**src/cfgmap_pkg.sv**
```systemverilog
// Constants, field layouts and types shared by the node configuration
// and memory map register bank. Assumes a 12-bit byte offset bus.
package cfgmap_pkg;
    localparam int ADDR_W = 12;
    localparam int DATA_W = 32;
    localparam int MAP_COUNT = 8;
    localparam int NODE_ID_W = 3;
    localparam logic [11:0] CFG_OFS = 12'h080;
    localparam logic [11:0] MAP_FIRST_OFS = 12'h200;
    localparam logic [11:0] MAP_LAST_OFS = 12'h3C0;
    localparam logic [11:0] MAP_STEP_MASK = 12'h03F;
    localparam int MAP_STEP_LOG2 = 6;
    // Configuration register bit positions
    localparam int STP_BIT = 31;
    localparam int NODE_RESET_BIT = 30;
    localparam int HALT_BIT = 29;
    localparam int JOIN_BIT = 28;
    localparam int CCE_BIT = 0;
    localparam logic STP_RESET = 1'b1;
    // Map entry fields
    localparam logic [31:0] MAP_RW_MASK = 32'hFFFE07FF;
    localparam int BASE_HI = 31;
    localparam int BASE_LO = 17;
    localparam int BASE_W = 15;
    localparam int BWID_HI = 8;
    localparam int BWID_LO = 5;
    localparam int IPOS_HI = 4;
    localparam int IPOS_LO = 3;
    localparam int INTC_HI = 2;
    localparam int INTC_LO = 1;
    localparam int EN_BIT = 0;
    localparam logic [1:0] INTC_ONE = 2'h0;
    localparam logic [1:0] INTC_TWO = 2'h1;
    localparam logic [1:0] INTC_FOUR = 2'h2;
    // Memory address layout
    localparam int MEM_ADDR_W = 40;
    localparam int MEM_BASE_LO = 25;
    localparam int INTLV_LO = 6;
    // Node reset sequence length
    localparam int CLK_PERIOD_NS = 100;
    localparam int NODE_RESET_NS = 1000;
    localparam int NODE_RESET_CYCLES = (NODE_RESET_NS + CLK_PERIOD_NS - 1) / CLK_PERIOD_NS;
    localparam int SEQ_CNT_W = 4;
    typedef enum logic {SEQ_IDLE, SEQ_RUN} seq_state_e;
endpackage

```
**src/node_link_if.sv**
```systemverilog
// Handshake between the register bank and the node reset sequencer.
// Assumes both ends run on the core clock.
`timescale 1ns/1ps
interface node_link_if;
    logic start; // One-cycle launch of a reset sequence
    logic busy; // High while the sequence runs
    modport ctl (output start, input busy);
    modport seq (input start, output busy);
endinterface

```
**src/node_config_memory_map_regs.sv**
```systemverilog
// Node configuration register and eight memory map entries on a plain
// strobe bus, with node reset sequencing and memory address decode.
// Assumes one core clock, sync active-low reset, 32-bit writes only.
`timescale 1ns/1ps
module node_config_memory_map_regs
    import cfgmap_pkg::*;
(
    input wire logic CORE_CLK_IN,
    input wire logic RST_B_IN,
    input wire logic [ADDR_W-1:0] REG_ADDR_IN,
    input wire logic [DATA_W-1:0] REG_WDATA_IN,
    input wire logic REG_WR_IN,
    input wire logic REG_RD_IN,
    output logic [DATA_W-1:0] REG_RDATA_OUT,
    input wire logic BUS_RESET_IN,
    input wire logic [MEM_ADDR_W-1:0] MATCH_ADDR_IN,
    output logic MATCH_HIT_OUT,
    output logic [NODE_ID_W-1:0] MATCH_NODE_OUT,
    output logic CONSOLE_MODE_OUT,
    output logic NODE_RESET_OUT,
    output logic CORRECTABLE_CHECK_ENABLE_OUT
);
    // Offset is a map entry slot
    function automatic logic is_map(input logic [ADDR_W-1:0] a);
        return (a >= MAP_FIRST_OFS) && (a <= MAP_LAST_OFS)
            && ((a & MAP_STEP_MASK) == '0);
    endfunction

    // Node ID of a map entry slot, the low bits of its index
    function automatic logic [NODE_ID_W-1:0] map_idx(input logic [ADDR_W-1:0] a);
        return a[MAP_STEP_LOG2 +: NODE_ID_W];
    endfunction

    node_link_if link ();

    logic stp_reg; // Self-test pending
    logic stp_next;
    logic halt_reg; // Node halt request
    logic halt_next;
    logic join_reg; // Join running system flag
    logic join_next;
    logic cce_reg; // Correctable check enable
    logic cce_next;
    logic console_reg; // Console mode out
    logic console_next;
    logic start_reg; // Reset sequence launch pulse
    logic start_next;
    logic [DATA_W-1:0] map_reg [MAP_COUNT]; // Map entries
    logic [DATA_W-1:0] map_next [MAP_COUNT];
    logic [DATA_W-1:0] rdata_reg; // Read data, one cycle only
    logic [DATA_W-1:0] rdata_next;
    logic bus_rst_meta_reg; // Bus reset synchroniser stage one
    logic bus_rst_sync_reg; // Bus reset synchroniser stage two
    logic hit_reg; // Registered decode hit
    logic hit_next;
    logic [NODE_ID_W-1:0] node_reg; // Registered decode node
    logic [NODE_ID_W-1:0] node_next;
    logic [MAP_COUNT-1:0] hits; // Per-entry comparator results
    logic wr_cfg; // Write strobe to configuration
    logic rd_cfg; // Read strobe to configuration
    logic reset_req_wr; // Node reset written as one

    assign wr_cfg = REG_WR_IN && (REG_ADDR_IN == CFG_OFS);
    assign rd_cfg = REG_RD_IN && (REG_ADDR_IN == CFG_OFS);
    assign reset_req_wr = wr_cfg && REG_WDATA_IN[NODE_RESET_BIT];
    assign link.start = start_reg;

    // Sequencer runs the node reset after a launch
    node_reset_seq u_seq (
        .clk_in (CORE_CLK_IN),
        .rst_b_in (RST_B_IN),
        .link (link.seq)
    );

    // One comparator per mapping entry
    genvar g;
    generate
        for (g = 0; g < MAP_COUNT; g++)
        begin : g_match
            map_entry_match u_match (
                .entry_in (map_reg[g]),
                .addr_in (MATCH_ADDR_IN),
                .hit_out (hits[g])
            );
        end
    endgenerate

    // Bus reset arrives from outside the clock domain
    always_ff @(posedge CORE_CLK_IN)
    begin
        if (!RST_B_IN)
        begin
            bus_rst_meta_reg <= 1'b0;
            bus_rst_sync_reg <= 1'b0;
        end
        else
        begin
            bus_rst_meta_reg <= BUS_RESET_IN;
            bus_rst_sync_reg <= bus_rst_meta_reg;
        end
    end

    // Configuration register next values
    always_comb
    begin
        stp_next = stp_reg;
        halt_next = halt_reg;
        cce_next = cce_reg;
        join_next = join_reg;
        // Clears first so a same-cycle set wins
        if (wr_cfg && REG_WDATA_IN[STP_BIT])
            stp_next = 1'b0;
        if (wr_cfg && REG_WDATA_IN[JOIN_BIT])
            join_next = 1'b0;
        if (bus_rst_sync_reg)
            join_next = 1'b0;
        if (reset_req_wr)
            join_next = 1'b1;
        // The sequence itself never touches the join flag
        if (wr_cfg)
        begin
            halt_next = REG_WDATA_IN[HALT_BIT];
            cce_next = REG_WDATA_IN[CCE_BIT];
        end
        // Node reset is write-only: it launches and is not stored
        start_next = reset_req_wr && !link.busy;
        // The launch pulse keeps console up in the cycle before busy rises
        console_next = halt_next || start_next || start_reg || link.busy;
    end

    // Map entry next values; reserved bits are never stored
    always_comb
    begin
        for (int i = 0; i < MAP_COUNT; i++)
            map_next[i] = map_reg[i];
        // Unaligned offsets fail is_map, so a stray write cannot alias an entry
        if (REG_WR_IN && is_map(REG_ADDR_IN))
            map_next[map_idx(REG_ADDR_IN)] = REG_WDATA_IN & MAP_RW_MASK;
    end

    // Read data mux; unmapped offsets answer zero
    always_comb
    begin
        rdata_next = '0;
        if (rd_cfg)
        begin
            rdata_next[STP_BIT] = stp_reg;
            rdata_next[HALT_BIT] = halt_reg;
            rdata_next[JOIN_BIT] = join_reg;
            rdata_next[CCE_BIT] = cce_reg;
        end
        else if (REG_RD_IN && is_map(REG_ADDR_IN))
            rdata_next = map_reg[map_idx(REG_ADDR_IN)] & MAP_RW_MASK;
    end

    // Address decode; lowest node wins if software overlaps entries
    always_comb
    begin
        hit_next = 1'b0;
        node_next = '0;
        for (int i = MAP_COUNT - 1; i >= 0; i--)
        begin
            if (hits[i])
            begin
                hit_next = 1'b1;
                node_next = NODE_ID_W'(i);
            end
        end
    end

    // Register all state except the bus reset synchroniser
    always_ff @(posedge CORE_CLK_IN)
    begin
        if (!RST_B_IN)
        begin
            stp_reg <= STP_RESET;
            halt_reg <= 1'b0;
            join_reg <= 1'b0;
            cce_reg <= 1'b0;
            console_reg <= 1'b0;
            start_reg <= 1'b0;
            rdata_reg <= '0;
            hit_reg <= 1'b0;
            node_reg <= '0;
            for (int i = 0; i < MAP_COUNT; i++)
                map_reg[i] <= '0;
        end
        else
        begin
            stp_reg <= stp_next;
            halt_reg <= halt_next;
            join_reg <= join_next;
            cce_reg <= cce_next;
            console_reg <= console_next;
            start_reg <= start_next;
            rdata_reg <= rdata_next;
            hit_reg <= hit_next;
            node_reg <= node_next;
            for (int i = 0; i < MAP_COUNT; i++)
                map_reg[i] <= map_next[i];
        end
    end

    assign REG_RDATA_OUT = rdata_reg;
    assign MATCH_HIT_OUT = hit_reg;
    assign MATCH_NODE_OUT = node_reg;
    assign CONSOLE_MODE_OUT = console_reg;
    assign NODE_RESET_OUT = link.busy;
    assign CORRECTABLE_CHECK_ENABLE_OUT = cce_reg;
endmodule // node_config_memory_map_regs

```
**src/node_reset_seq.sv**
```systemverilog
// Node reset sequencer: holds busy for a fixed number of cycles.
// Assumes a synchronous active-low reset on the core clock.
`timescale 1ns/1ps
module node_reset_seq
    import cfgmap_pkg::*;
(
    input wire logic clk_in,
    input wire logic rst_b_in,
    node_link_if.seq link
);
    seq_state_e state_reg; // Sequencer state
    seq_state_e state_next;
    logic [SEQ_CNT_W-1:0] cnt_reg; // Cycles left in the sequence
    logic [SEQ_CNT_W-1:0] cnt_next;
    logic busy_reg; // Registered busy to the bank
    logic busy_next;

    // Next state; a start while running is ignored, not restarted
    always_comb
    begin
        state_next = state_reg;
        cnt_next = cnt_reg;
        case (state_reg)
            SEQ_IDLE:
            begin
                if (link.start)
                begin
                    state_next = SEQ_RUN;
                    cnt_next = SEQ_CNT_W'(NODE_RESET_CYCLES - 1);
                end
            end
            SEQ_RUN:
            begin
                if (cnt_reg == '0)
                    state_next = SEQ_IDLE;
                else
                    cnt_next = cnt_reg - 1'b1;
            end
            default: state_next = SEQ_IDLE;
        endcase
        busy_next = (state_next == SEQ_RUN);
    end

    // State registers
    always_ff @(posedge clk_in)
    begin
        if (!rst_b_in)
        begin
            state_reg <= SEQ_IDLE;
            cnt_reg <= '0;
            busy_reg <= 1'b0;
        end
        else
        begin
            state_reg <= state_next;
            cnt_reg <= cnt_next;
            busy_reg <= busy_next;
        end
    end

    assign link.busy = busy_reg;
endmodule // node_reset_seq

```
**src/map_entry_match.sv**
```systemverilog
// One memory map comparator: tests a memory address against an entry.
// Assumes the entry word and address are stable on the core clock.
`timescale 1ns/1ps
module map_entry_match
    import cfgmap_pkg::*;
(
    input wire logic [DATA_W-1:0] entry_in,
    input wire logic [MEM_ADDR_W-1:0] addr_in,
    output logic hit_out
);
    logic [BASE_W-1:0] base; // Stored base bits
    logic [3:0] bwid; // Count of valid upper base bits
    logic [1:0] ipos; // Interleave position
    logic [1:0] intc; // Interleave count code
    logic base_ok;
    logic intl_ok;

    // Base and interleave comparison
    always_comb
    begin
        base = entry_in[BASE_HI:BASE_LO];
        bwid = entry_in[BWID_HI:BWID_LO];
        ipos = entry_in[IPOS_HI:IPOS_LO];
        intc = entry_in[INTC_HI:INTC_LO];
        base_ok = 1'b1;
        // Only the top bwid base bits take part
        for (int j = 0; j < BASE_W; j++)
        begin
            if (j >= BASE_W - int'(bwid))
                base_ok = base_ok & (base[j] == addr_in[MEM_BASE_LO + j]);
        end
        case (intc)
            INTC_ONE: intl_ok = 1'b1;
            INTC_TWO: intl_ok = (ipos[0] == addr_in[INTLV_LO]);
            INTC_FOUR: intl_ok = (ipos == addr_in[INTLV_LO+1:INTLV_LO]);
            default: intl_ok = 1'b0; // Reserved code never matches
        endcase
        hit_out = entry_in[EN_BIT] & base_ok & intl_ok;
    end
endmodule // map_entry_match

```
**config.mk**
```make
export PLATFORM = sky130hd
export DESIGN_NAME = node_config_memory_map_regs
export DESIGN_NICKNAME = d
export VERILOG_FILES = /design/src/cfgmap_pkg.sv /design/src/node_link_if.sv /design/src/node_config_memory_map_regs.sv /design/src/node_reset_seq.sv /design/src/map_entry_match.sv
export SDC_FILE = /design/constraint.sdc
export NUM_CORES = 1
export LEC_CHECK = 0
export BUFFER_PORTS_ARGS = -buffer_cell sky130_fd_sc_hd__buf_2
export CAP_MARGIN = 20
export CORE_MARGIN = 2
export CORE_UTILIZATION = 60
export CTS_BUF_LIST = sky130_fd_sc_hd__clkbuf_4 sky130_fd_sc_hd__clkbuf_8 sky130_fd_sc_hd__clkbuf_16
export DETAILED_ROUTE_END_ITERATION = 10
export GPL_ROUTABILITY_DRIVEN = 0
export PLACE_DENSITY = 0.84
export SETUP_SLACK_MARGIN = 0.02
export SYNTH_ARGS = -nofsm -noshare
export SYNTH_HDL_FRONTEND = slang
export SYNTH_HIERARCHICAL = 1
export SYNTH_SLANG_ARGS = --single-unit
```
**constraint.sdc**
```tcl
create_clock -name CORE_CLK_IN -period 2.8 [get_ports CORE_CLK_IN]
set_clock_uncertainty 0.2 [all_clocks]
set_input_delay 0.28 -clock CORE_CLK_IN [delete_from_list [all_inputs] [get_ports CORE_CLK_IN]]
set_output_delay 0.28 -clock CORE_CLK_IN [all_outputs]
set_load 0.005 [all_outputs]
```
* After elaboration in Yosys (flattened, before gate mapping) *
Memory sizes are Yosys's and may differ from the RTL's.
Index checks and enable logic that the tools add are counted.
Widths: inputs -> output; s select.

operators by class
  add/subtract/negate cells = 9
  muxes and demuxes = 171
  equal/unequal tests = 155
  order comparisons = 124
  reductions and logical operators = 32
  bitwise operators = 140

operators by type and width
  kind                  count
  $mux 32               10
  $ge 5x5->1 const A    56
  $bwmux 256            1
  $mux 256              1
  $ge 4x5->1 const A    32
  $mux 1                139
  $and 1x1->1           128
  $eq 1x1->1            128
  $demux 32 s3          1
  $ge 3x5->1 const A    16
  $ge 1x5->1 const A    8
  $ge 2x5->1 const A    8
  $sub 4x4->5 const A   8
  $pmux 1 s3            8
  $eq 2x1->1 const B    8
  $eq 2x2->1            8
  $eq 2x2->1 const B    8
  $logic_not 2->1       8
  $eq 12x8->1 const B   1
  $ge 12x10->1 const B  1
  $le 12x10->1 const B  1
  $logic_not 12->1      1
  $mux 3                4
  $logic_and 1x1->1     11
  other kinds (19)      36

word-level totals
  memories = 1
  flip-flop bits (word level) = 49
  input port bits = 89
  RAM bits = 256
  output and inout bits = 39

memory list
  memory   words  width  read ports  clocked after Yosys merged registers in  wr ports  RTL line                           text
  map_reg  8      32     9           0                                        8         node_config_memory_map_regs.sv:48  logic [DATA_W-1:0] map_reg [MAP_COUNT];

* Logic depth before layout (Yosys ltp) *
Gate-level depths: netlist of run 1.
An unclocked memory read counts as a cell.

  depth in word-level cells = 42
  mapped depth = 10
  mapped depth without buffers = 9

* Hierarchy *
The synthesis of run 1 kept the hierarchy.

by module, submodules not included
  module                       sequential area each (um2)  times used  area each (um2)  cells each
  node_config_memory_map_regs  4924.7                      1           10148.5          997
  map_entry_match              0.0                         8           355.3            49
  node_reset_seq               100.1                       1           234.0            26

* Least setup slack after synthesis of run 1 *
No wires, ideal clock.

  kind = input to register
  start = in REG_ADDR_IN[1]
  end = reg console_reg, in the netlist CONSOLE_MODE_OUT
  setup slack = 420 ps
  setup time = 125 ps
  path buffers = 2
  stages on the path = 6
  required time = 2475 ps
  arrival = 2055 ps
  path through = or4_1 > clkbuf_2 > or4_4 > buf_6 > and2_0 > o41a_1

between the ends
  cells in the longest elaborated chain, start to end = 7

RTL lines
  what                               RTL line                            text
  from (decl)                        node_config_memory_map_regs.sv:10   input wire logic [ADDR_W-1:0] REG_ADDR_IN,
  $eq 12x8->1 (*)                    node_config_memory_map_regs.sv:63   assign wr_cfg = REG_WR_IN && (REG_ADDR_IN == CFG_OFS);
  $logic_and 1x1->1 (*)              node_config_memory_map_regs.sv:63
  $logic_and 1x1->1                  node_config_memory_map_regs.sv:65   assign reset_req_wr = wr_cfg && REG_WDATA_IN[NODE_RESET_BIT];
  $logic_and 1x1->1                  node_config_memory_map_regs.sv:126  start_next = reset_req_wr && !link.busy;
  $logic_or 1x1->1 (*) (3 in a row)  node_config_memory_map_regs.sv:128  console_next = halt_next || start_next || start_reg || link.busy;
  to (signal assigned)               node_config_memory_map_regs.sv:194  console_reg <= console_next;
  to (decl)                          node_config_memory_map_regs.sv:44   logic console_reg;

Every way passes the cells marked *; elsewhere a longest branch is shown, timed or not.
A chain may end at the register's enable or synchronous reset.

==> impl_metrics.toml, run 1 <==
[run_status]
status = "completed"

[setup_path]
startpoint_type = "flip-flop"
path_common_cell = "a21oi_1"
crit_fanout = 9
max_stage_delay_ps = 480
crit_required_ps = 3070
crit_slowest_cell = "dfxtp_1"
worst-setup-path-type = "flip-flop to flip-flop"
worst_ep_arrival_time_ps = 2860
worstSetupEndpointType = "flip-flop"
crit_chain = "nor4_2, o22ai_1, nor3_1, nor4b_2, and3_1, nand2b_1, a21oi_1, o21bai_1, a21oi_1"

[yosys]
yosysMostFrequentCell = "dfxtp_1"
ys_ff_latch = 251
syn_inst = 1415
synth_top_area_share_pct = 38.0
yosys.area.top_type = "dfxtp_1"
synth_area_per_cell_um2 = 9.35
ys_seq_area_share_pct = 38.0
synthesis.area_um2 = 13200
synth_warnings = 6
synth_common_cells = "251 x dfxtp_1, 201 x nor2_1, 185 x mux2i_1"
synth_ff_type = "dfxtp_1"
netlist_top_cells_area = "dfxtp_1 38%, mux2i_1 14%, mux4_2 6.8%"
synth_cell_types = 59
synth_edf_count = 0
async_flop_share_pct = 0

[finish]
multi_input_area_um2 = 7510
fillers = 1596
largest_reg_flops = 208
drive_above_1_share_pct = 16.3
seqCellArea_um2 = 5020
fin_nets = 1590
areaGrowthSynthToFinish_pct = 13.5

[global_route]
antenna_found_initial = 3
grt_usage_pct = 34.2
grt_pass1_wl_um = 63300
grt_max_degree = 66
grt_pass1_vias = 11248
gr-total-overflow = 0

[cts]
clk_pin_slew_ps = 60
tritoncts = "yes"
clk_path_buf_depth = 3
worstSkewPairLatency_ps = 560
cts_setup_buffers = 0
cts_max_level = 1
cts.sinks = 251
numCtsBuffers = 28
root_buffer = "clkbuf_16"

[routing]
via_per_inst = 6.60
ant_nets = 0
wl_met1_um = 15200
highest_layer = "met5"
drc_errors = 0
wl_per_cell_um = 22.6
met3_length_um = 4730
dr.pass1.iters = 8
detailroute.via_count = 11876
wl_met2_um = 17600
drt_iter0_markers = 1701
finalWirelength_um = 40700

[die]
design.die.area_um2 = 23200
rows = 54
die_h_um = 152
die_w_um = 152
start_util_pct = 60.8
core_area_um2 = 21800
ios = 128

[timing]
fin_crit_ps = 2580
rsz0062_at_grt = "false"
setup_ws_ps = 215
fin_crit_sh_pct = 92.3
tightest_slew_ps = 733
hold_viol = 0
finalSetupTns_ps = 0
finalSetupViolCount = 0
maxSlewViolCount = 0
timing.fmax_mhz = 387
hold_slack_ps = 21.1
relSlewSlack_pct = 50.8

[power_and_ir_drop]
vdd_drop_max_mv = 0.439
p_leak_nw = 6.48
power_per_cell_area_nw_per_um2 = 515

[placed_design]
dp_slack_ps = 215
dpl.hpwl_um = 26200
numPortBuffers = 92

[min_path]
hold_path.class = "input port to flip-flop"

[flow_run]
maxCapViolations = 0
## repair_timing
action	CTS	global route
endpoints found under the setup margin	0	1
hold buffers	30	0
hold endpoints to repair	223	0
resized for setup	0	1
## where the power goes
part | leakage, nW | internal (W) | switching [W]
Combinational | 4.01 | 0.000188 | 0.000342
Clock | 0.450 | 0.00211 | 0.00151
Sequential | 2.02 | 0.00357 | 0.000000762
## area by class of cell
type                    instances  area share, %
multi-input cells            1034           50.0
inverters                      27          0.692
repair buffers                158           7.40
diodes                          2         0.0333
clock inverters                 9          0.600
clock buffers                  39           5.43
flip-flops and latches        251           33.5
well taps                     280           2.33
## cell usage in the layout (no fill, tap or decap), types with 12 or more instances in the layout
cell,instances
buf_2,90
clkbuf_16,28
nand2_1,62
o31ai_1,12
dfxtp_1,251
xor2_1,64
a21oi_1,71
nor3_1,33
inv_1,25
mux4_2,40
xnor2_1,72
mux2i_1,185
dlygate4sd3_1,30
a211oi_1,16
nand3_1,54
nor2_1,201
buf_4,32
o21ai_0,80
## through the flow
step / cell area, µm² / std cells / total power (W) / util (%)
after CTS: 15000 / 1798 / 0.00771 / 68.9
after global routing: 15000 / 1800 / 0.00790 / 69.0
after global placement: 13800 / 1720 / 0.00412 / 63.4
final: 15000 / 1800 / 0.00773 / 69.0
after detailed placement: 13800 / 1720 / 0.00413 / 63.4
after floorplan: 13200 / 1420 / 0.00392 / -
## layer usage
| layer | global-route usage, % | up-vias |
|---|---|---|
| met5 | 0 | - |
| met4 | 21.4 | 2 |
| met3 | 9.39 | 273 |
| met2 | 51.1 | 833 |
| met1 | 44.0 | 5580 |
| li1 | - | 5188 |
## logic make-up (layout without fill, tap and decap cells)
logic type,after synthesis,after routing,synth area share (%)
flops,251,251,38.0
compound gates,235,235,10.5
other cells,1,8,0.0284
mux,232,232,21.4
buf+inv,135,233,5.46
fa+ha+maj,1,1,0.0946
simple gates,424,424,15.5
xor+xnor,136,136,9.01
## critical path, delay by kind of cell, from the launching register on
kind | cells | cell delay [ps]
and+or+nand+nor | 5 | 1160
AOI/OAI and AO/OA | 4 | 650
DFF | 1 | 480
## path summary, 6_finish.rpt
kind                          from                 to  slack, ps  depth (start not counted)
setup / recovery     map_reg[7][5]  MATCH_NODE_OUT[0]        220                          9
hold reg to reg   bus_rst_meta_reg   bus_rst_sync_reg        240                          1
hold / removal      REG_ADDR_IN[7]   REG_RDATA_OUT[2]         20                          4
setup reg to reg     map_reg[7][5]  MATCH_NODE_OUT[0]        220                          9
(Power assumes the default switching activity.)
==> run 2: changes to the inputs <==
==> constraint.sdc (replaced) <==
create_clock -name CORE_CLK_IN -period 2.52 [get_ports CORE_CLK_IN]
set_clock_uncertainty 0.2 [all_clocks]
set_input_delay 0.252 -clock CORE_CLK_IN [delete_from_list [all_inputs] [get_ports CORE_CLK_IN]]
set_output_delay 0.252 -clock CORE_CLK_IN [all_outputs]
set_load 0.005 [all_outputs]
==> run 2 against run 1 <==
Flip-flop and latch count unchanged. Wire length down 2.0%. Critical path depth down 1. First-iteration DRC count down 9.6%. Non-clock buffer count up 8. Final cell count up 0.50%. Combinational power up 12%. Via count down 2.0%. Core utilization up 0.40 points. Sequential power up 11%. Critical path type unchanged. Critical endpoint is now MATCH_NODE_OUT[2]. Largest cell class unchanged. Highest routed layer is now met4.
==> impl_metrics.toml, run 2 (same netlist as run 1, synthesis figures left out) <==
[finish]
largest_reg_flops = 208
final_common_cell = "dfxtp_1"
fillers = 1566
areaGrowthSynthToFinish_pct = 14.1
multi_input_area_um2 = 7520
final_cell_mix = "247 x dfxtp_1, 201 x nor2_1, 185 x mux2i_1, 90 x buf_2, 80 x o21ai_0"
seqCellArea_um2 = 5030
drive_above_1_share_pct = 17.3
fin_nets = 1597

[routing]
wl_per_cell_um = 22.1
drc_errors = 0
via_per_inst = 6.43
detailroute.via_count = 11635
finalWirelength_um = 39900
drt_iter0_markers = 1537
dr.pass1.iters = 6
ant_nets = 0

[timing]
rsz0062_at_grt = "true"
maxSlewViolCount = 0
fin_crit_ps = 2520
fin_crit_sh_pct = 99.8
finalSetupTns_ps = 0
hold_viol = 0
timing.fmax_mhz = 397
tightest_slew_ps = 669
setup_ws_ps = 4.07
relSlewSlack_pct = 55.1
finalSetupViolCount = 0

[cts]
clk_pin_slew_ps = 60
numCtsBuffers = 27
root_buffer = "clkbuf_16"
cts_max_level = 1
worstSkewPairLatency_ps = 540
cts.sinks = 251
clk_path_buf_depth = 3
tritoncts = "yes"

[global_route]
grt_pass1_wl_um = 62200
grt_usage_pct = 33.4
grt_max_degree = 62
grt_pass1_vias = 11071
antenna_found_initial = 1
gr-total-overflow = 0

[power_and_ir_drop]
p_leak_nw = 6.54
power_per_cell_area_nw_per_um2 = 553
vdd_drop_max_mv = 0.513

[setup_path]
path_common_cell = "nor4_2"
crit_chain = "nor4_2, o22ai_1, nor3_1, nor4b_2, and3_1, nor4_2, nor4_1, buf_4"
crit_fanout = 9
crit_required_ps = 2810
worst_ep_arrival_time_ps = 2810
worst-setup-path-type = "flip-flop to flip-flop"
ff2ff_path_depth = 8
crit_slowest_cell = "dfxtp_1"
startpoint_type = "flip-flop"
worstSetupEndpointType = "flip-flop"
max_stage_delay_ps = 450

[die]
ios = 128
core_area_um2 = 21800
start_util_pct = 60.8
design.die.area_um2 = 23200
die_w_um = 152
rows = 54
die_h_um = 152

[flow_run]
maxCapViolations = 0

[min_path]
timing.hold.worst_path_depth = 3
hold_path.class = "input port to flip-flop"

[placed_design]
dp_slack_ps = 51.2
numPortBuffers = 92
dpl.hpwl_um = 26200

[run_status]
status = "completed"
-- run 2: where the power goes --
group,switching (W),total [W],leakage [nW],internal [W]
sequential,0.000000847,0.00397,2.02,0.00397
clock,0.00167,0.00378,0.420,0.00211
combinational,0.000382,0.000596,4.09,0.000213
total,0.00205,0.00835,6.54,0.00630
-- run 2: per-layer routing --
metal,global-route usage (%),part of all wire (%),vias to the layer above
li1,-,-,5204
met1,44.5,38,5466
met2,52.1,45,767
met3,5.89,11,198
met4,18.0,6.5,0
met5,0,0,-
-- run 2: layout make-up --
class,count,share of cell area (%)
timing repair buffer,166,8.21
inverter,27,0.688
clock inverter,17,0.696
multi-input combinational,1034,49.8
clock buffer,33,4.94
sequential,251,33.3
tap,280,2.32
antenna,1,0.0166
-- run 2: timing repair --
action                                 in CTS  in global routing
hold buffers                               27                  0
resized for setup                           0                  6
buffers inserted                            0                  0
endpoints found under the hold margin     212                  0
setup endpoints to repair                   0                  3
-- run 2: worst max-delay path: cells and delay by family (launching register included) --
family | cells | cell delay (ps)
flip-flops | 1 | 450
AO/OA/AOI/OAI | 1 | 140
buffers and inverters | 1 | 170
AND/OR/NAND/NOR | 6 | 1520
-- run 2: worst paths after layout --
kind	start	end	slack, ps
max	map_reg[7][5]	MATCH_NODE_OUT[2]	4
min	RST_B_IN	u_seq/cnt_reg[1]	30
max reg2reg	map_reg[7][5]	MATCH_NODE_OUT[2]	4
min reg2reg	bus_rst_meta_reg	bus_rst_sync_reg	250
-- run 2: metrics by stage --
stage,cell area (µm²),power [W],util (%),instances,hold slack [ps]
after global placement,14000,0.00459,64.1,1731,231
after global routing,15100,0.00855,69.4,1809,55.6
after CTS,15100,0.00834,69.3,1808,31.2
after detailed placement,14000,0.00460,64.1,1731,227
after floorplan,13200,0.00436,-,1420,179
final,15100,0.00835,69.4,1809,29.9
